File: config.mk
export PLATFORM = sky130hd
export DESIGN_NAME = feu_core
export DESIGN_NICKNAME = d
export VERILOG_FILES = /design/src/feu_core.v /design/src/feu_param_mem.v
export VERILOG_INCLUDE_DIRS = /design/src
export SDC_FILE = /design/constraint.sdc
export NUM_CORES = 1
export LEC_CHECK = 0
export BUFFER_PORTS_ARGS = -buffer_cell sky130_fd_sc_hd__buf_2
export CAP_MARGIN = 10
export CELL_PAD_IN_SITES_DETAIL_PLACEMENT = 0
export CELL_PAD_IN_SITES_GLOBAL_PLACEMENT = 2
export CORE_UTILIZATION = 46
export DETAILED_ROUTE_END_ITERATION = 7
export MAX_ROUTING_LAYER = met4
export PLACE_DENSITY = 0.87
export SKIP_CTS_REPAIR_TIMING = 1
export SLEW_MARGIN = 10
export SYNTH_ARGS = -nofsm -noshare
export SYNTH_HDL_FRONTEND = slang
export SYNTH_SLANG_ARGS = --single-unit
File: constraint.sdc
create_clock -name clk_in -period 6.35 [get_ports clk_in]
set_input_delay 0.3175 -clock clk_in [delete_from_list [all_inputs] [get_ports clk_in]]
set_output_delay 0.3175 -clock clk_in [all_outputs]
set_load 0.005 [all_outputs]
File: src/feu_regs.vh
/*
 * register map, field positions, command codes and timing counts for the
 * erase / unsecure command sequencer. assumes inclusion by bare name.
 */
`ifndef FEU_REGS_VH
`define FEU_REGS_VH

// ==================================================================
// register byte offsets
`define FEU_OFF_STAT      12'h000
`define FEU_OFF_INDEX     12'h004
`define FEU_OFF_PARAM     12'h008
`define FEU_OFF_MODE      12'h00c
`define FEU_OFF_PROT      12'h010
`define FEU_OFF_SEC       12'h014
`define FEU_OFF_FAULT     12'h018

// ==================================================================
// status register fields
`define FEU_STAT_DONE_BIT 7
`define FEU_STAT_ACC_BIT  5
`define FEU_STAT_PV_BIT   4
`define FEU_STAT_VE_BIT   1
`define FEU_STAT_VF_BIT   0

// ==================================================================
// command codes
`define FEU_CMD_BLK       8'h09
`define FEU_CMD_SEC       8'h0a
`define FEU_CMD_UNS       8'h0b

// ==================================================================
// expected parameter index at launch
`define FEU_IX_BLK        3'h1
`define FEU_IX_UNS        3'h0

// ==================================================================
// address map: program block and data block high bytes
`define FEU_PF_HI         8'h00
`define FEU_EE_HI         8'h10
`define FEU_SECT_BITS     9

// ==================================================================
// mode enable bits, protection bits, reset values
`define FEU_MODE_RST      3'h7
`define FEU_PROT_RST      3'h0
`define FEU_SEC_RST       1'h1

// ==================================================================
// erase and verify timing: 20 us erase, 5 us verify at 100 ns clock
`define FEU_ERASE_NS      20000
`define FEU_VERIFY_NS     5000
`define FEU_CLK_NS        100
`define FEU_ERASE_CYC     ((`FEU_ERASE_NS + `FEU_CLK_NS - 1) / `FEU_CLK_NS)
`define FEU_VERIFY_CYC    ((`FEU_VERIFY_NS + `FEU_CLK_NS - 1) / `FEU_CLK_NS)

`endif
File: src/feu_core.v
/*
 * erase-block, erase-sector and unsecure command sequencer with an apb
 * register slave. assumes one 10 MHz clock, the array erase/verify is
 * modelled by timers and a fault-injection register.
 *
 * holds: reset release, apb decode, parameter word capture, launch
 * checks, the erase / verify sequencer, status flags, config registers
 * and the registered apb answer.
 *
 * assumes: the apb master holds psel, paddr, pwrite and pwdata steady
 * through the access phase, the host stays off the bus while a command
 * runs, and the fault register stands in for the array's verify result.
 */
// The APB slave port and the address map were left to the implementer.
`include "feu_regs.vh"

module feu_core (
  input  wire        clk_in,      // 10 MHz clock
  input  wire        arst_n_in,   // async reset, active low
  input  wire        psel_in,     // apb select
  input  wire        penable_in,  // apb enable
  input  wire        pwrite_in,   // apb direction
  input  wire [11:0] paddr_in,    // apb byte address
  input  wire [31:0] pwdata_in,   // apb write data
  output reg  [31:0] prdata_out,  // apb read data
  output reg         pready_out,  // apb ready
  output reg         pslverr_out, // apb error
  output reg         busy_out,    // sequencer running
  output reg         secure_out   // security state
);
  // ================================================================
  // states
  localparam ST_IDLE  = 2'h0;
  localparam ST_ERASE = 2'h1;
  localparam ST_VERI  = 2'h2;
  localparam ST_DONE  = 2'h3;
  // idle waits for a launch; erase and verify each run the down counter;
  // done lasts one cycle so the result flags post exactly once

  // erase and verify lengths in clocks, cut to the counter width on load
  localparam [31:0] ERASE_CYC  = `FEU_ERASE_CYC;
  localparam [31:0] VERIFY_CYC = `FEU_VERIFY_CYC;

  // reset release, sequencer state and timer
  reg        rs1_q;
  reg        rst_n_q;
  reg [1:0]  st_q;
  reg [1:0]  st_d;
  reg [15:0] cnt_q;
  reg [7:0]  cmd_q;
  // status flags
  reg        done_q;
  reg        acc_q;
  reg        pv_q;
  reg        ve_q;
  reg        vf_q;
  // config registers
  reg [2:0]  ix_q;
  reg [2:0]  mode_q;
  reg [2:0]  prot_q;
  reg [1:0]  fault_q;
  // captured parameters and apb bookkeeping
  reg [7:0]  p0hi_q;
  reg [15:0] p1_q;
  reg        rdpend_q;
  wire [15:0] mem_rd;

  // ================================================================
  // reset release through two flops
  // async assert, sync release: no flop leaves reset mid-cycle;
  // the first flop is read by the second only
  always @(posedge clk_in or negedge arst_n_in) begin
    if (!arst_n_in) begin
      rs1_q   <= 1'b0;
      rst_n_q <= 1'b0;
    end else begin
      rs1_q   <= 1'b1;
      rst_n_q <= rs1_q;
    end
  end

  // apb decode; writes only when the access phase completes, that is at
  // the edge that samples pready high; full 12-bit compares so that an
  // alias of a register cannot hide an address fault
  wire acc_ph = psel_in & penable_in;
  wire wr     = acc_ph & pwrite_in & pready_out;
  wire hit_st = (paddr_in == `FEU_OFF_STAT);
  wire hit_ix = (paddr_in == `FEU_OFF_INDEX);
  wire hit_pa = (paddr_in == `FEU_OFF_PARAM);
  wire hit_md = (paddr_in == `FEU_OFF_MODE);
  wire hit_pr = (paddr_in == `FEU_OFF_PROT);
  wire hit_sc = (paddr_in == `FEU_OFF_SEC);
  wire hit_fl = (paddr_in == `FEU_OFF_FAULT);
  wire mapped = hit_st | hit_ix | hit_pa | hit_md | hit_pr | hit_sc | hit_fl;

  // writes during a running command are dropped to protect the sequence
  wire wr_ok  = wr & done_q;
  wire launch = wr_ok & hit_st & pwdata_in[`FEU_STAT_DONE_BIT];
  wire pw_wr  = wr_ok & hit_pa;

  // ================================================================
  // parameter word store, read back through the index register; one
  // shared index for both ports, traded against a wider register map
  feu_param_mem feu_param_mem_inst (
    .clk_in     (clk_in),
    .wr_en_in   (pw_wr),
    .wr_idx_in  (ix_q),
    .wr_dat_in  (pwdata_in[15:0]),
    .rd_idx_in  (ix_q),
    .rd_dat_out (mem_rd)
  );

  // ================================================================
  // capture word 0 high byte and word 1 alongside the memory, so the
  // launch checks see them at once instead of through a read cycle
  always @(posedge clk_in or negedge rst_n_q) begin
    if (!rst_n_q) begin
      cmd_q  <= 8'h00;
      p0hi_q <= 8'h00;
      p1_q   <= 16'h0000;
    end else if (pw_wr && ix_q == 3'h0) begin
      cmd_q  <= pwdata_in[15:8];
      p0hi_q <= pwdata_in[7:0];
    end else if (pw_wr && ix_q == 3'h1) begin
      p1_q   <= pwdata_in[15:0];
    end
  end

  // ================================================================
  // launch checks, mode bit n enables command n
  wire is_blk = (cmd_q == `FEU_CMD_BLK);
  wire is_sec = (cmd_q == `FEU_CMD_SEC);
  wire is_uns = (cmd_q == `FEU_CMD_UNS);
  wire is_pf  = (p0hi_q == `FEU_PF_HI);
  wire is_ee  = (p0hi_q == `FEU_EE_HI);

  // the index must match the parameter count of the command
  wire bad_ix = ((is_blk | is_sec) & (ix_q != `FEU_IX_BLK))
              | (is_uns & (ix_q != `FEU_IX_UNS));

  // operating mode: one enable bit per command
  wire bad_md = (is_blk & ~mode_q[0]) | (is_sec & ~mode_q[1])
              | (is_uns & ~mode_q[2]);

  // only the two known block high bytes are valid targets
  wire bad_ad = (is_blk & ~(is_pf | is_ee)) | (is_sec & ~is_pf);
  // alignment: a phrase for program space, a word for eeprom
  wire bad_al = (is_blk & is_pf & (p1_q[2:0] != 3'h0))
              | (is_blk & is_ee & p1_q[0])
              | (is_sec & (p1_q[2:0] != 3'h0));

  // prot bit 0 covers a program sector, bit 1 program block, bit 2 eeprom;
  // a protected program block also protects every sector inside it
  wire sec_pr = prot_q[0] & (p1_q[15:`FEU_SECT_BITS] == 7'h00);
  wire bad_pv = (is_blk & is_pf & (prot_q[0] | prot_q[1]))
              | (is_blk & is_ee & prot_q[2])
              | (is_sec & (sec_pr | prot_q[1]))
              | (is_uns & (prot_q != 3'h0));

  // unknown codes are refused with an access error; an access error
  // masks a protection violation so that only one cause is reported
  wire bad_cmd = ~(is_blk | is_sec | is_uns);
  wire acc_err = bad_ix | bad_md | bad_ad | bad_al | bad_cmd;

  // ================================================================
  // sequencer: erase, then verify, then complete
  // limitation: erase and verify are timers here, no array is touched
  always @* begin
    st_d = st_q;
    case (st_q)
      ST_IDLE:  if (launch && !acc_err && !bad_pv) st_d = ST_ERASE;
      ST_ERASE: if (cnt_q == 16'h0000) st_d = ST_VERI;
      ST_VERI:  if (cnt_q == 16'h0000) st_d = ST_DONE;
      ST_DONE:  st_d = ST_IDLE;
      default:  st_d = ST_IDLE;
    endcase
  end

  // state register and down counter, loaded on entry to erase and to verify and
  // held at zero once run out
  always @(posedge clk_in or negedge rst_n_q) begin
    if (!rst_n_q) begin
      st_q  <= ST_IDLE;
      cnt_q <= 16'h0000;
    end else begin
      st_q <= st_d;
      if (st_q == ST_IDLE && st_d == ST_ERASE) begin
        cnt_q <= ERASE_CYC[15:0] - 16'h0001;
      end else if (st_q == ST_ERASE && st_d == ST_VERI) begin
        cnt_q <= VERIFY_CYC[15:0] - 16'h0001;
      end else if (cnt_q != 16'h0000) begin
        cnt_q <= cnt_q - 16'h0001;
      end
    end
  end

  // ================================================================
  // status flags; a launch clears old errors, w1c on acc / pv
  // the errors stay until cleared or relaunched; a security write can
  // only raise security, so release needs a successful unsecure command
  always @(posedge clk_in or negedge rst_n_q) begin
    if (!rst_n_q) begin
      done_q     <= 1'b1;
      acc_q      <= 1'b0;
      pv_q       <= 1'b0;
      ve_q       <= 1'b0;
      vf_q       <= 1'b0;
      secure_out <= `FEU_SEC_RST;
    end else begin
      if (launch) begin
        done_q <= ~(~acc_err & ~bad_pv);      // failed launch stays complete
        acc_q  <= acc_err;
        pv_q   <= ~acc_err & bad_pv;
        ve_q   <= 1'b0;
        vf_q   <= 1'b0;
      end else begin
        if (wr_ok && hit_st && pwdata_in[`FEU_STAT_ACC_BIT]) begin
          acc_q <= 1'b0;
        end
        if (wr_ok && hit_st && pwdata_in[`FEU_STAT_PV_BIT]) begin
          pv_q <= 1'b0;
        end
        if (st_q == ST_DONE) begin
          done_q <= 1'b1;
          ve_q   <= fault_q[0] | fault_q[1];
          vf_q   <= fault_q[1];
          if (is_uns && fault_q == 2'h0) begin
            secure_out <= 1'b0;
          end                                 // failure leaves it
        end
      end
      if (wr_ok && hit_sc && pwdata_in[0]) begin
        secure_out <= 1'b1;
      end
    end
  end

  // ================================================================
  // config registers: index, mode enables, protection, verify fault
  // mode and protection are not locked here; gating them is left outside
  always @(posedge clk_in or negedge rst_n_q) begin
    if (!rst_n_q) begin
      ix_q    <= 3'h0;
      mode_q  <= `FEU_MODE_RST;
      prot_q  <= `FEU_PROT_RST;
      fault_q <= 2'h0;
    end else if (wr_ok) begin
      if (hit_ix) ix_q    <= pwdata_in[2:0];
      if (hit_md) mode_q  <= pwdata_in[2:0];
      if (hit_pr) prot_q  <= pwdata_in[2:0];
      if (hit_fl) fault_q <= pwdata_in[1:0];
    end
  end

  // ================================================================
  // apb answer: two wait states so param reads see registered memory
  // pready is a one-cycle pulse; rdpend_q blocks a second pulse within
  // the same access; unmapped addresses read zero with pslverr
  // the extra cycle is the price of keeping prdata a flop output
  always @(posedge clk_in or negedge rst_n_q) begin
    if (!rst_n_q) begin
      rdpend_q    <= 1'b0;
      pready_out  <= 1'b0;
      pslverr_out <= 1'b0;
      prdata_out  <= 32'h00000000;
      busy_out    <= 1'b0;
    end else begin
      busy_out <= (st_d != ST_IDLE);
      rdpend_q <= acc_ph & ~pready_out & ~rdpend_q;
      if (rdpend_q && !pready_out) begin
        pready_out  <= 1'b1;
        pslverr_out <= ~mapped;
        prdata_out  <= 32'h00000000;
        if (hit_st) prdata_out <= {24'h000000, done_q, 1'b0, acc_q, pv_q, 2'h0, ve_q, vf_q};
        if (hit_ix) prdata_out <= {29'h00000000, ix_q};
        if (hit_pa) prdata_out <= {16'h0000, mem_rd};
        if (hit_md) prdata_out <= {29'h00000000, mode_q};
        if (hit_pr) prdata_out <= {29'h00000000, prot_q};
        if (hit_sc) prdata_out <= {31'h00000000, secure_out};
        if (hit_fl) prdata_out <= {30'h00000000, fault_q};
      end else begin
        pready_out  <= 1'b0;
        pslverr_out <= 1'b0;
      end
    end
  end
endmodule

File: src/feu_param_mem.v
/*
 * small parameter word store: eight 16-bit command parameter words,
 * registered read data. assumes a single clock and synchronous writes.
 */
module feu_param_mem (
  input  wire        clk_in,     // clock
  input  wire        wr_en_in,   // write strobe
  input  wire [2:0]  wr_idx_in,  // write index
  input  wire [15:0] wr_dat_in,  // write data
  input  wire [2:0]  rd_idx_in,  // read index
  output reg  [15:0] rd_dat_out  // registered read data
);
  reg [15:0] mem_q [0:7];

  // ================================================================
  // storage and registered read port
  always @(posedge clk_in) begin
    if (wr_en_in) begin
      mem_q[wr_idx_in] <= wr_dat_in;
    end
    rd_dat_out <= mem_q[rd_idx_in];
  end
endmodule

# ---- Word level (Yosys, flattened, before mapping)
# Memory sizes are Yosys's and may differ from the RTL's. A register that Yosys moved wholly into a read port is not among the register bits.
# Index checks and enable logic that the tools add are counted.
dict set report word_totals {
  ff_bits 105
  latch_bits 0
  ramBits 128
  romBits 0
  out_inout_bits 36
  word_cells 180
  memories 1
}
# memory words width rd rd_ports_with_merged_regs write_ports line_no
set mem_list {}
lappend mem_list {feu_param_mem_inst.mem_q 8 16 1 1 1 feu_param_mem.v:13} ;# reg [15:0] mem_q [0:7];
dict set report op_classes {
  n_addsub 1
  n_mul 0
  div 0
  n_lt_le_gt_ge 0
  eq_ne 18
  shift 0
  n_mux 32
  bitwise_logic 66
  reduce_logical 40
}
# op n
set ops {}
lappend ops {{$mux 32} 4}
lappend ops {{$mux 16} 4}
lappend ops {{$eq 12x5->1 const B} 3}
lappend ops {{$and 1x1->1} 28}
lappend ops {{$or 1x1->1} 25}
lappend ops {{$eq 12x4->1 const B} 2}
lappend ops {{$eq 8x4->1 const B} 3}
lappend ops {{$mux 1} 18}
lappend ops {{$logic_not 16->1} 1}
lappend ops {{$mux 8} 2}
lappend ops {{$reduce_bool 16->1} 1}
lappend ops {{$sub 16x1->16 const B} 1}
lappend ops {{$logic_and 1x1->1} 13}
lappend ops {{$not 1->1} 13}
lappend ops {{$eq 12x3->1 const B} 1}
lappend ops {{$logic_not 12->1} 1}
lappend ops {{$reduce_bool 2->1} 6}
lappend ops {{$reduce_bool 3->1} 4}
lappend ops {{$reduce_and 2->1} 5}
lappend ops {{$eq 8x5->1 const B} 1}
lappend ops {{$logic_not 8->1} 1}
lappend ops {{$pmux 2 s4} 1}
lappend ops {{$logic_not 7->1} 1}
lappend ops {{$eq 2x2->1 const B} 3}
lappend ops {{other kinds (9)} 15}

# ---- Depth between registers and ports, before layout
# Gate-level depths: netlist of run 1.
dict set report logic_depth {
  depth_word 17
  mapped_depth 8
  ltp_nobuf 6
}

# ---- Hierarchy
# From an unflattened synthesis of run 1, not the netlist that was laid out.
dict set report hier_totals {
  hier_cells 581
  hier_area_um2 9337.7
}
# mod instances cells_each area_each_um2 seq_area_each_um2
set by_module_without_submodules {}
lappend by_module_without_submodules {feu_param_mem 1 214 5293.8 4164.0}
lappend by_module_without_submodules {feu_core 1 367 4043.9 2083.2}

# ---- Worst setup path before layout of run 1
# OpenSTA, ideal clock, no wires.
dict set report synth_path {
  kind {reg2reg}
  start {register ix_q[1]}
  end {memory feu_param_mem_inst.mem_q[4][0] (enable)}
  setup_time_ns 0.374
  t_arrival_ns 1.920
  required_ns 5.976
  slack_ns 4.056
  path_stages_with_launch 5
  n_path_buf 2
  synth_period_minus_slack_ns 2.294
  cell_sequence {dfrtp_1 > buf_2 > nor3b_1 > clkbuf_1 > and3_1}
}
# item line_no
set synth_rtl {}
lappend synth_rtl {{from (decl)} feu_core.v:58} ;# reg [2:0] ix_q;
lappend synth_rtl {{from (signal assigned)} feu_core.v:248} ;# if (hit_ix) ix_q <= pwdata_in[2:0];
lappend synth_rtl {{to (decl)} feu_param_mem.v:13}
# Straight into the memory's write port.

# ---- Worst setup path after layout of run 1
dict set report layout_path {
  start {register ix_q[2]}
  end {register cnt_q[15]}
}
dict set report layout_via {
  elab_chain_cells 16
  elab_cells_between_ends 21
  cone_classes {eq/ne (3); mux (4); bitwise (7); reduce/logical (7)}
}
# item line_no
set layout_rtl {}
lappend layout_rtl {{$ne 3x1->1 (no source line) or $reduce_bool 3->1 (tied branches)} --}
lappend layout_rtl {{$and 1x1->1 (on tied branches)} {feu_core.v:138, feu_core.v:139}}
lappend layout_rtl {{$or 1x1->1 (*)} feu_core.v:138} ;# wire bad_ix = ((is_blk | is_sec) & (ix_q != `FEU_IX_BLK))
lappend layout_rtl {{$or 1x1->1 (*) (4 in a row)} feu_core.v:163} ;# wire acc_err = bad_ix | bad_md | bad_ad | bad_al | bad_cmd;
lappend layout_rtl {{$logic_not 1->1 (*)} feu_core.v:171} ;# ST_IDLE: if (launch && !acc_err && !bad_pv) st_d = ST_ERASE;
lappend layout_rtl {{$logic_and 1x1->1 (*) (2 in a row)} feu_core.v:171}
lappend layout_rtl {{$mux 2 (*)} feu_core.v:171}
lappend layout_rtl {{$pmux 2 s4 (*)} feu_core.v:170} ;# case (st_q)
lappend layout_rtl {{$eq 2x2->1} feu_core.v:189} ;# end else if (st_q == ST_ERASE && st_d == ST_VERI) begin
lappend layout_rtl {{$logic_and 1x1->1} feu_core.v:189}
lappend layout_rtl {{$mux 16} feu_core.v:189}
lappend layout_rtl {{$mux 16} feu_core.v:187} ;# if (st_q == ST_IDLE && st_d == ST_ERASE) begin
lappend layout_rtl {{to (signal assigned)} feu_core.v:188} ;# cnt_q <= ERASE_CYC[15:0] - 16'h0001;
lappend layout_rtl {{to (signal assigned)} feu_core.v:190} ;# cnt_q <= VERIFY_CYC[15:0] - 16'h0001;
lappend layout_rtl {{to (signal assigned)} feu_core.v:192} ;# cnt_q <= cnt_q - 16'h0001;
lappend layout_rtl {{to (decl)} feu_core.v:49} ;# reg [15:0] cnt_q;
# Every way passes the cells marked *; elsewhere a longest branch is shown, timed or not.
# A chain may end at the register's enable or synchronous reset.

==> results of run 1 <==
state kept, by name (all words and copies together) (netlist names), 2 cells and up:
register                       count
feu_param_mem_inst.mem_q         128
cnt_q                             16
feu_param_mem_inst.rd_dat_out     16
prdata_out                        16
p1_q                              10
cmd_q                              8
p0hi_q                             8
ix_q                               3
mode_q                             3
prot_q                             3
fault_q                            2
st_q                               2
worst max-delay path: stages, from the launching register on:
cell       delay (ns)
dfrtp_1          0.52
nor3_4           0.93
a2111oi_2        0.18
a31oi_1          0.44
and4_1           0.74
a21oi_1          0.15
cell usage after synthesis (all sizes together) (5+ instances only):
library cell	instances	area (µm²)
edfxtp	128	3840
dfrtp	78	1950
a22oi	65	488
mux2	38	428
buf	29	204
a21oi	20	138
nand2	20	75.1
nand4	19	119
clkbuf	18	67.6
dfxtp	16	320
nor2	16	60.1
nor3	14	104
nand3	12	77.6
a22o	11	96.3
and3	10	62.6
nor4	9	105
xnor2	9	78.8
o21ai	8	40.0
and2	7	46.3
mux2i	7	70.1
nand2b	7	43.8
inv	6	22.5
dfstp	5	131
nand3b	5	37.5
power groups by stage:
stage / logic [mW] / registers [mW] / clock network (mW)
after floorplan: 0.0210 / 1.60 / 0
after global placement: 0.0435 / 1.60 / 0
after detailed placement: 0.0448 / 1.60 / 0
after CTS: 0.0449 / 1.57 / 1.33
after global routing: 0.0500 / 1.57 / 1.38
final: 0.0452 / 1.57 / 1.31
layer usage:
metal | wire, µm | global-route usage [%] | up-vias | part of all wire, %
li1 | - | - | 2467 | -
met1 | 8940 | 28.8 | 2702 | 45
met2 | 9410 | 32.8 | 221 | 47
met3 | 1200 | 2.68 | 37 | 6.0
met4 | 422 | 6.34 | 0 | 2.1
met5 | 0 | - | - | 0
layout make-up:
type                    instances  area (µm²)  area share (%)
flip-flops and latches        227        6250            60.6
clock inverters                14         138            1.33
multi-input cells             351        2670            25.9
clock buffers                  28         594            5.76
well taps                     265         332            3.22
inverters                       6        22.5           0.218
diodes                          1        2.50          0.0243
repair buffers                 57         300            2.91
kinds of logic after synthesis:
logic type	after synthesis	share of synthesized area [%]
other	2	0.0821
and+or+nand+nor	141	10.1
DFF	227	68.3
muxes	47	5.94
AOI/OAI and AO/OA	133	11.1
xor gates and xnor gates	12	1.15
adders and majority gates	1	0.137
buffers and inverters	53	3.22
metrics by stage:
step           hold slack [ns]  cells  power [mW]
2_1_floorplan           0.0219    631        1.62
3_3_place_gp             0.103    905        1.64
3_5_place_dp             0.105    905        1.65
4_1_cts                 -0.435    947        2.94
5_1_grt                 0.0327    949        3.00
6_report                0.0327    949        2.92
layout by cell type (no fill, tap or decap), types with 15 or more instances in the layout:
cell type and count:
edfxtp_1 128, dfrtp_1 77, nor2_1 15, dfxtp_1 16, mux2_2 33, a22oi_1 65
nand2_1 20, clkbuf_16 23, nand4_1 19, buf_2 52, conb_1 17
path summary, 6_finish.rpt:
| kind | start | cells after the start | end | slack, ns |
|---|---|---|---|---|
| worst max-delay path | ix_q[2] | 5 | cnt_q[15] | 3.23 |
| worst min-delay path | penable_in | 3 | rdpend_q | 0.03 |
| worst max register to register | ix_q[2] | 5 | cnt_q[15] | 3.23 |
| worst min register to register | rs1_q | 0 | rst_n_q | 0.35 |
| max in group asynchronous | rst_n_q | 0 | pready_out | 5.17 |
| min in group asynchronous | arst_n_in | 2 | rst_n_q | 0.11 |
==> flow_summary.yaml, run 1 <==
run_status:
  status: "finished, final reports clean"
power_and_ir_drop:
  seq_power_share_pct: 53.7
  pwr-share-comb_pct: 1.5
  switchingPower_mw: 0.596
  clkPwrFrac_pct: 44.8
  intPower_mw: 2.33
  p_leak_nw: 3.89
  switching_share_pct: 20.4
  ir_drop_mv: 0.184
  p_per_area_nw_per_um2: 284
detailed_routing:
  drc: 0
  dr.pass1.iters: 5
  wl_mm: 20.0
  routed_via_density: 5.72
  wl_per_cell_um: 21.0
  vias: 5427
  drtAntennaViolNets: 0
  drt_iter0_drc: 446
run:
  cap_viol_max_count: 0
synthesis:
  ys_ff_latch: 227
  synth-edff-count: 128
  synth-async-reset-ratio_pct: 36.6
  ys.flop_type: "edfxtp_1"
  synth_cell_types: 68
  netlist_area_um2: 9140
  synth-seq-area-share_pct: 68.3
  ys_warn_count: 0
  avgSynthCellArea_um2: 14.8
  syn_inst: 616
place:
  gp_congestion: 0.830
  dp_hpwl_mm: 12.5
  dpl_cell_area_um2: 9570
  portBuffers: 52
  pre_cts_ws_ns: 3.15
cells_and_area:
  final_util_pct: 53.0
  finish.instance_area_um2: 10300
  nets: 716
  num-fill-cells: 1603
  syn_to_final_growth_pct: 12.8
  final_layout_size_suffix_gt1_share_pct: 23.6
clocking:
  clk_pin_slew_ns: 0.06
  cts_made_buffers: 23
  clk_path_buf_depth: 3
  worstSkewPairLatency_ns: 0.52
  cts_sinks: 227
  cts_root_buf: "clkbuf_16"
  cts_tree: "done"
  cts.htree.levels: 1
timing:
  setup_viol_count_final: 0
  fmax_mhz: 320
  max_slew.worst_pin.slew_ns: 1.06
  tns_ns: 0
  slew_violations: 0
  fin_skew_ns: 0.0124
  fin_crit_sh_pct: 49.2
  rsz0062_at_grt: "false"
  fin_crit_ns: 3.12
  hold_viol_final: 0
  relSlewSlack_pct: 28.9
  setup_ws_ns: 3.23
floorplan:
  dieArea_um2: 20400
  start_util_pct: 47.0
  core_area_um2: 19500
  pin_count: 85
  die_h_um: 143
  die_x_um: 143
  row_count: 51
hold_path:
  hp-class: "input pin to flop"
setup_path:
  worst-setup-path-type: "flop to flop"
  arrival_ns: 3.49
  cp-start-kind: "flop"
  required_ns: 6.72
  path_max_fanout: 19
  endpoint_kind: "flop"
global_route:
  grt_pass1_wl_mm: 30.9
  grt.total_usage_pct: 21.0
  grt_overflow: 0
  antenna_found_initial: 2
  grt_start_max_net_pins: 82
  grt_pass1_vias: 5429
Power figures use the tool's default switching activity.
==> run 2, diff against run 1 <==
- ABC_AREA: default -> 1
- CORE_UTILIZATION: 46 -> 39
- PLACE_DENSITY: 0.87 -> 0.8
- clock period: 6.35 -> 3.1 ns (I/O delays scaled with it)
==> run 2 against run 1 <==
  * The run now ends with hold timing left
  * Non-clock buffer count grew 41
  * Via count grew 13%
  * Clock power grew 110%
  * Clock skew up 0.00085 ns
==> flow_summary.yaml, run 2 <==
run_status:
  status: "finished with violations"
  violations: "hold timing"
cells_and_area:
  stdcell_count: 1247
  final_layout_size_suffix_gt1_share_pct: 14.9
  largest_register_ffs: 128
  syn_to_final_growth_pct: 18.6
  finish.instance_area_um2: 10900
  regMostFlops: "feu_param_mem_inst.mem_q"
  final_cell_mix: "nand2_1, edfxtp_1, inv_1"
  final_common_cell: "nand2_1"
  nets: 965
  n_antenna_cell: 0
power_and_ir_drop:
  intPower_mw: 4.84
  switchingPower_mw: 1.27
  switching_share_pct: 20.8
  p_per_area_nw_per_um2: 560
  pwr-share-comb_pct: 2.0
  seq_power_share_pct: 52.6
  p_leak_nw: 4.66
  clkPwrFrac_pct: 45.4
  ir_drop_mv: 0.418
clocking:
  cts.htree.levels: 1
  clk_pin_slew_ns: 0.06
  cts_sinks: 227
  worstSkewPairLatency_ns: 0.53
  cts_root_buf: "clkbuf_16"
  cts_made_buffers: 25
  cts_tree: "done"
  clk_path_buf_depth: 3
synthesis:
  synth-async-reset-ratio_pct: 36.6
  yosysMostFrequentCell: "nand2_1"
  synth_top_area_share_pct: 41.8
  ys_warn_count: 0
  netlist_top_cells_count: "nand2_1, edfxtp_1, inv_1, dfrtp_1, nor2_1"
  ys.flop_type: "edfxtp_1"
  yosysTopAreaCell: "edfxtp_1"
  synth_area_leaders: "edfxtp_1, dfrtp_1, nand2_1"
  syn_inst: 807
  ys_ff_latch: 227
  netlist_area_um2: 9190
  synth-edff-count: 128
  synth-seq-area-share_pct: 68.0
  avgSynthCellArea_um2: 11.4
  synth_cell_types: 44
timing:
  setup_ws_ns: 0.743
  setup_viol_count_final: 0
  fin_crit_ns: 2.36
  relSlewSlack_pct: 31.8
  fmax_mhz: 424
  rsz0062_at_grt: "false"
  tns_ns: 0
  slew_violations: 0
  fin_hold_ws_ns: -0.00528
  max_slew.worst_pin.slew_ns: 1.02
  hold_viol_final: 1
  fin_crit_sh_pct: 76.0
  fin_skew_ns: 0.0133
place:
  dp_hpwl_mm: 13.9
  dpl_cell_area_um2: 9950
  pre_cts_ws_ns: 0.709
  portBuffers: 52
  post-place-cells: 1182
  gp_congestion: 0.775
setup_path:
  required_ns: 3.50
  arrival_ns: 2.76
  worst-setup-path-type: "flop to flop"
  endpoint_kind: "flop"
  ff2ff_setup_slack_ns: 0.74
  cp-start-kind: "flop"
  path_max_fanout: 8
floorplan:
  start_util_pct: 40.2
  dieArea_um2: 24200
  core_area_um2: 22800
  pin_count: 85
  die_h_um: 156
  row_count: 55
  die_x_um: 156
global_route:
  grt_pass1_vias: 5878
  grt_pass1_wl_mm: 34.2
  grt_overflow: 0
  antenna_found_initial: 0
  grt.total_usage_pct: 19.2
  grt_start_max_net_pins: 52
run:
  cap_viol_max_count: 0
detailed_routing:
  drc: 0
  dr.pass1.iters: 5
  routed_via_density: 4.92
  wl_mm: 21.6
  vias: 6135
  wl_per_cell_um: 17.3
  drtAntennaViolNets: 0
  drt_iter0_drc: 516
hold_path:
  hp-class: "input pin to flop"
-- run 2: changes by cell type in the layout (fill, tap and decap cells not counted), sizes merged, moves of 13 or more --
cell	previous run	this run
nor2	16	77
a22oi	65	10
nand3	12	45
inv	8	100
dlygate4sd3	1	19
o21ai	8	52
o2bb2ai	0	13
nand2	20	145
a221oi	0	20
buf	56	79
mux2	38	1
-- run 2: metal layers --
layer  up-vias  global-route usage [%]  routed length (µm)
met4         0                    4.58                 334
met5         -                       -                   0
met2       181                    28.1                9260
met3        28                    2.26                1170
met1      2923                    28.5               10800
li1       3003                       -                   -
-- run 2: critical path: stages, from the launching register on --
cell and delay (ns):
dfrtp_1 0.50, inv_2 0.22, nand3_2 0.24, nor2_1 0.16, nor2_1 0.06, nor2_1 0.10, nand3_1 0.10, nor2_2 0.24
nand4_1 0.25, nand2_1 0.27, nor2_1 0.08
-- run 2: logic make-up after synthesis --
group                      synth area share, %
and+or+nand+nor                           14.3
DFF                                       68.0
AOI/OAI and AO/OA                         9.73
xor gates and xnor gates                  1.43
muxes                                    0.231
other                                   0.0817
buffers and inverters                     6.12
adders and majority gates                0.136
-- run 2: final cells by class --
cell class	instances	area (µm²)
inverter	100	375
timing repair buffer	98	653
fill	2099	11900
clock buffer	33	666
clock inverter	13	98.8
multi-input combinational	463	2470
tap	313	392
sequential	227	6250
-- run 2: power by group through the flow --
| stage | Sequential (mW) | Clock [mW] | Combinational [mW] |
|---|---|---|---|
| 3_5_place_dp | 3.28 | 0 | 0.105 |
| 2_1_floorplan | 3.28 | 0 | 0.0437 |
| 3_3_place_gp | 3.28 | 0 | 0.104 |
| 6_report | 3.22 | 2.77 | 0.122 |
| 4_1_cts | 3.22 | 2.84 | 0.105 |
| 5_1_grt | 3.22 | 2.98 | 0.139 |
-- run 2: path summary, 6_finish.rpt --
kind | from | to | depth (start not counted)
worst max-delay path | ix_q[1] | cnt_q[13] | 10
worst min-delay path | pwdata_in[4] | p0hi_q[4] | 3
worst max register to register | ix_q[1] | cnt_q[13] | 10
worst min register to register | rs1_q | rst_n_q | 0
max in group asynchronous | rst_n_q | prdata_out[8] | 1
min in group asynchronous | rst_n_q | p0hi_q[7] | 0
-- run 2: metrics by stage --
| stage | util [%] | power [mW] | hold WS (ns) |
|---|---|---|---|
| floorplan | - | 3.32 | -0.141 |
| global placement | 43.5 | 3.38 | -0.0538 |
| detailed placement | 43.5 | 3.38 | -0.0521 |
| CTS | 46.9 | 6.17 | -0.604 |
| global route | 47.7 | 6.33 | 0.00440 |
| finish | 47.7 | 6.11 | -0.00528 |
==> run 3, diff against run 2 <==
- clock period: 3.1 -> 2.3 ns (I/O delays scaled with it)
==> run 3 against run 2 <==
  * The flow now finishes without violations
  * Cell count increased by 1.4%
  * Sequential share of layout area decreased by 1.6 points
  * Global-route usage decreased by 0.33 points
  * Routed wire length decreased by 1.0%
  * Largest cell class unchanged
  * Clock power increased by 43%
  * Critical path type unchanged
  * First-iteration DRC count decreased by 17%
  * Critical path depth decreased by 5
  * Register-to-register slack got worse by 0.44 ns
==> flow_summary.yaml, run 3 (synthesized netlist as in run 2, its figures left out) <==
run:
  cap_viol_max_count: 0
power_and_ir_drop:
  p_total_mw: 8.46
  p_leak_nw: 4.82
  p_per_area_nw_per_um2: 754
  ir_drop_mv: 0.585
cells_and_area:
  final_layout_size_suffix_gt1_share_pct: 17.4
  finish.instance_area_um2: 11200
  final_common_cell: "nand2_1"
  final_cell_mix: "nand2_1, edfxtp_1, inv_1"
  nets: 982
  regMostFlops: "feu_param_mem_inst.mem_q"
  n_antenna_cell: 0
  largest_register_ffs: 128
  num-fill-cells: 2138
  syn_to_final_growth_pct: 22.1
detailed_routing:
  wl_mm: 21.4
  dr.pass1.iters: 4
  drt_iter0_drc: 429
  drc: 0
  drtAntennaViolNets: 0
  routed_via_density: 4.85
  wl_per_cell_um: 16.9
  vias: 6126
floorplan:
  die_h_um: 156
  row_count: 55
  die_x_um: 156
  pin_count: 85
  core_area_um2: 22800
  start_util_pct: 40.2
  dieArea_um2: 24200
setup_path:
  cp_cell_sequence: "nand3_1 > nor2_1 > inv_1 > nor2_4 > buf_4"
  path_max_fanout: 10
  cpPeakStageDelay_ns: 0.55
  required_ns: 2.52
  crit_buf_inv: 2
  cp-start-kind: "flop"
  arrival_ns: 2.21
  worst-setup-path-type: "flop to flop"
  critPathTopFamily: "simple AND/OR/NAND/NOR gates"
  critical_path.slowest_cell: "dfstp_2"
  endpoint_kind: "flop"
global_route:
  gr-usage-met3_pct: 3.12
  met2_usage_pct: 27.9
  grt.busiest_layer: "met2"
  grt_start_max_net_pins: 38
  grt_pass1_wl_mm: 33.5
  grt_pass1_vias: 5787
  antenna_found_initial: 2
  grt.total_usage_pct: 18.9
  grt_overflow: 0
  use_met1_pct: 27.1
timing:
  fin_skew_ns: 0.0102
  fmax_mhz: 502
  setup_viol_count_final: 0
  tns_ns: 0
  fin_crit_sh_pct: 86.6
  slew_violations: 0
  fin_crit_ns: 1.99
  relSlewSlack_pct: 58.0
  rsz0062_at_grt: "false"
  hold_viol_final: 0
  max_slew.worst_pin.slew_ns: 0.630
place:
  portBuffers: 52
  dp_hpwl_mm: 14.3
  dpl_cell_area_um2: 10200
  gp_congestion: 0.751
clocking:
  cts_tree: "done"
  cts.htree.levels: 1
  cts_made_buffers: 25
  cts_sinks: 227
  clk_path_buf_depth: 3
  cts_root_buf: "clkbuf_16"
  clk_pin_slew_ns: 0.06
  worstSkewPairLatency_ns: 0.53
hold_path:
  hp-class: "input pin to flop"
run_status:
  status: "finished, final reports clean"
run 3: per-stage QoR:
step,setup WS [ns],utilization [%],instances,hold WS [ns]
3_3_place_gp,0.253,44.6,1198,-0.0963
3_5_place_dp,0.248,44.6,1198,-0.0959
2_1_floorplan,-0.0729,-,822,-0.181
6_report,0.308,49.1,1264,0.000332
4_1_cts,0.252,48.3,1244,-0.651
5_1_grt,0.0716,49.1,1264,0.0216
run 3: cell type report:
class	count	area [µm²]	area share (%)
well taps	313	392	3.49
inverters	100	375	3.34
clock inverters	8	76.3	0.680
multi-input cells	463	2480	22.1
clock buffers	38	758	6.76
flip-flops and latches	227	6250	55.7
repair buffers	115	896	7.98
run 3: per-layer routing:
| metal | wire length (µm) | vias to the layer above |
|---|---|---|
| li1 | - | 3030 |
| met4 | 391 | 0 |
| met5 | 0 | - |
| met1 | 10700 | 2912 |
| met2 | 9300 | 146 |
| met3 | 1000 | 38 |
run 3: tightest hold or removal path, cell delays in order:
cell and delay (ns):
buf_2 0.09, inv_1 0.04, nor2_1 0.04, nand3_1 0.13, o31ai_1 0.09
run 3: worst paths after layout:
path                            startpoint                             end  slack, ns  cells after the start
min in group asynchronous          rst_n_q                         p1_q[9]       0.31                      0
worst min-delay path             pwrite_in                      secure_out     0.0003                      5
worst max register to register      done_q  feu_param_mem_inst.mem_q[1][7]       0.31                      5
worst min register to register     rst_n_q                         p1_q[9]       0.31                      0
worst max-delay path                done_q  feu_param_mem_inst.mem_q[1][7]       0.31                      5
max in group asynchronous          rst_n_q                  prdata_out[15]       1.38                      1
run 3: report_power, final:
group	total [mW]	switching, mW	leakage, nW	internal [mW]
combinational	0.180	0.115	2.05	0.0650
clock	3.95	1.56	0.413	2.39
sequential	4.33	0.0176	2.36	4.31
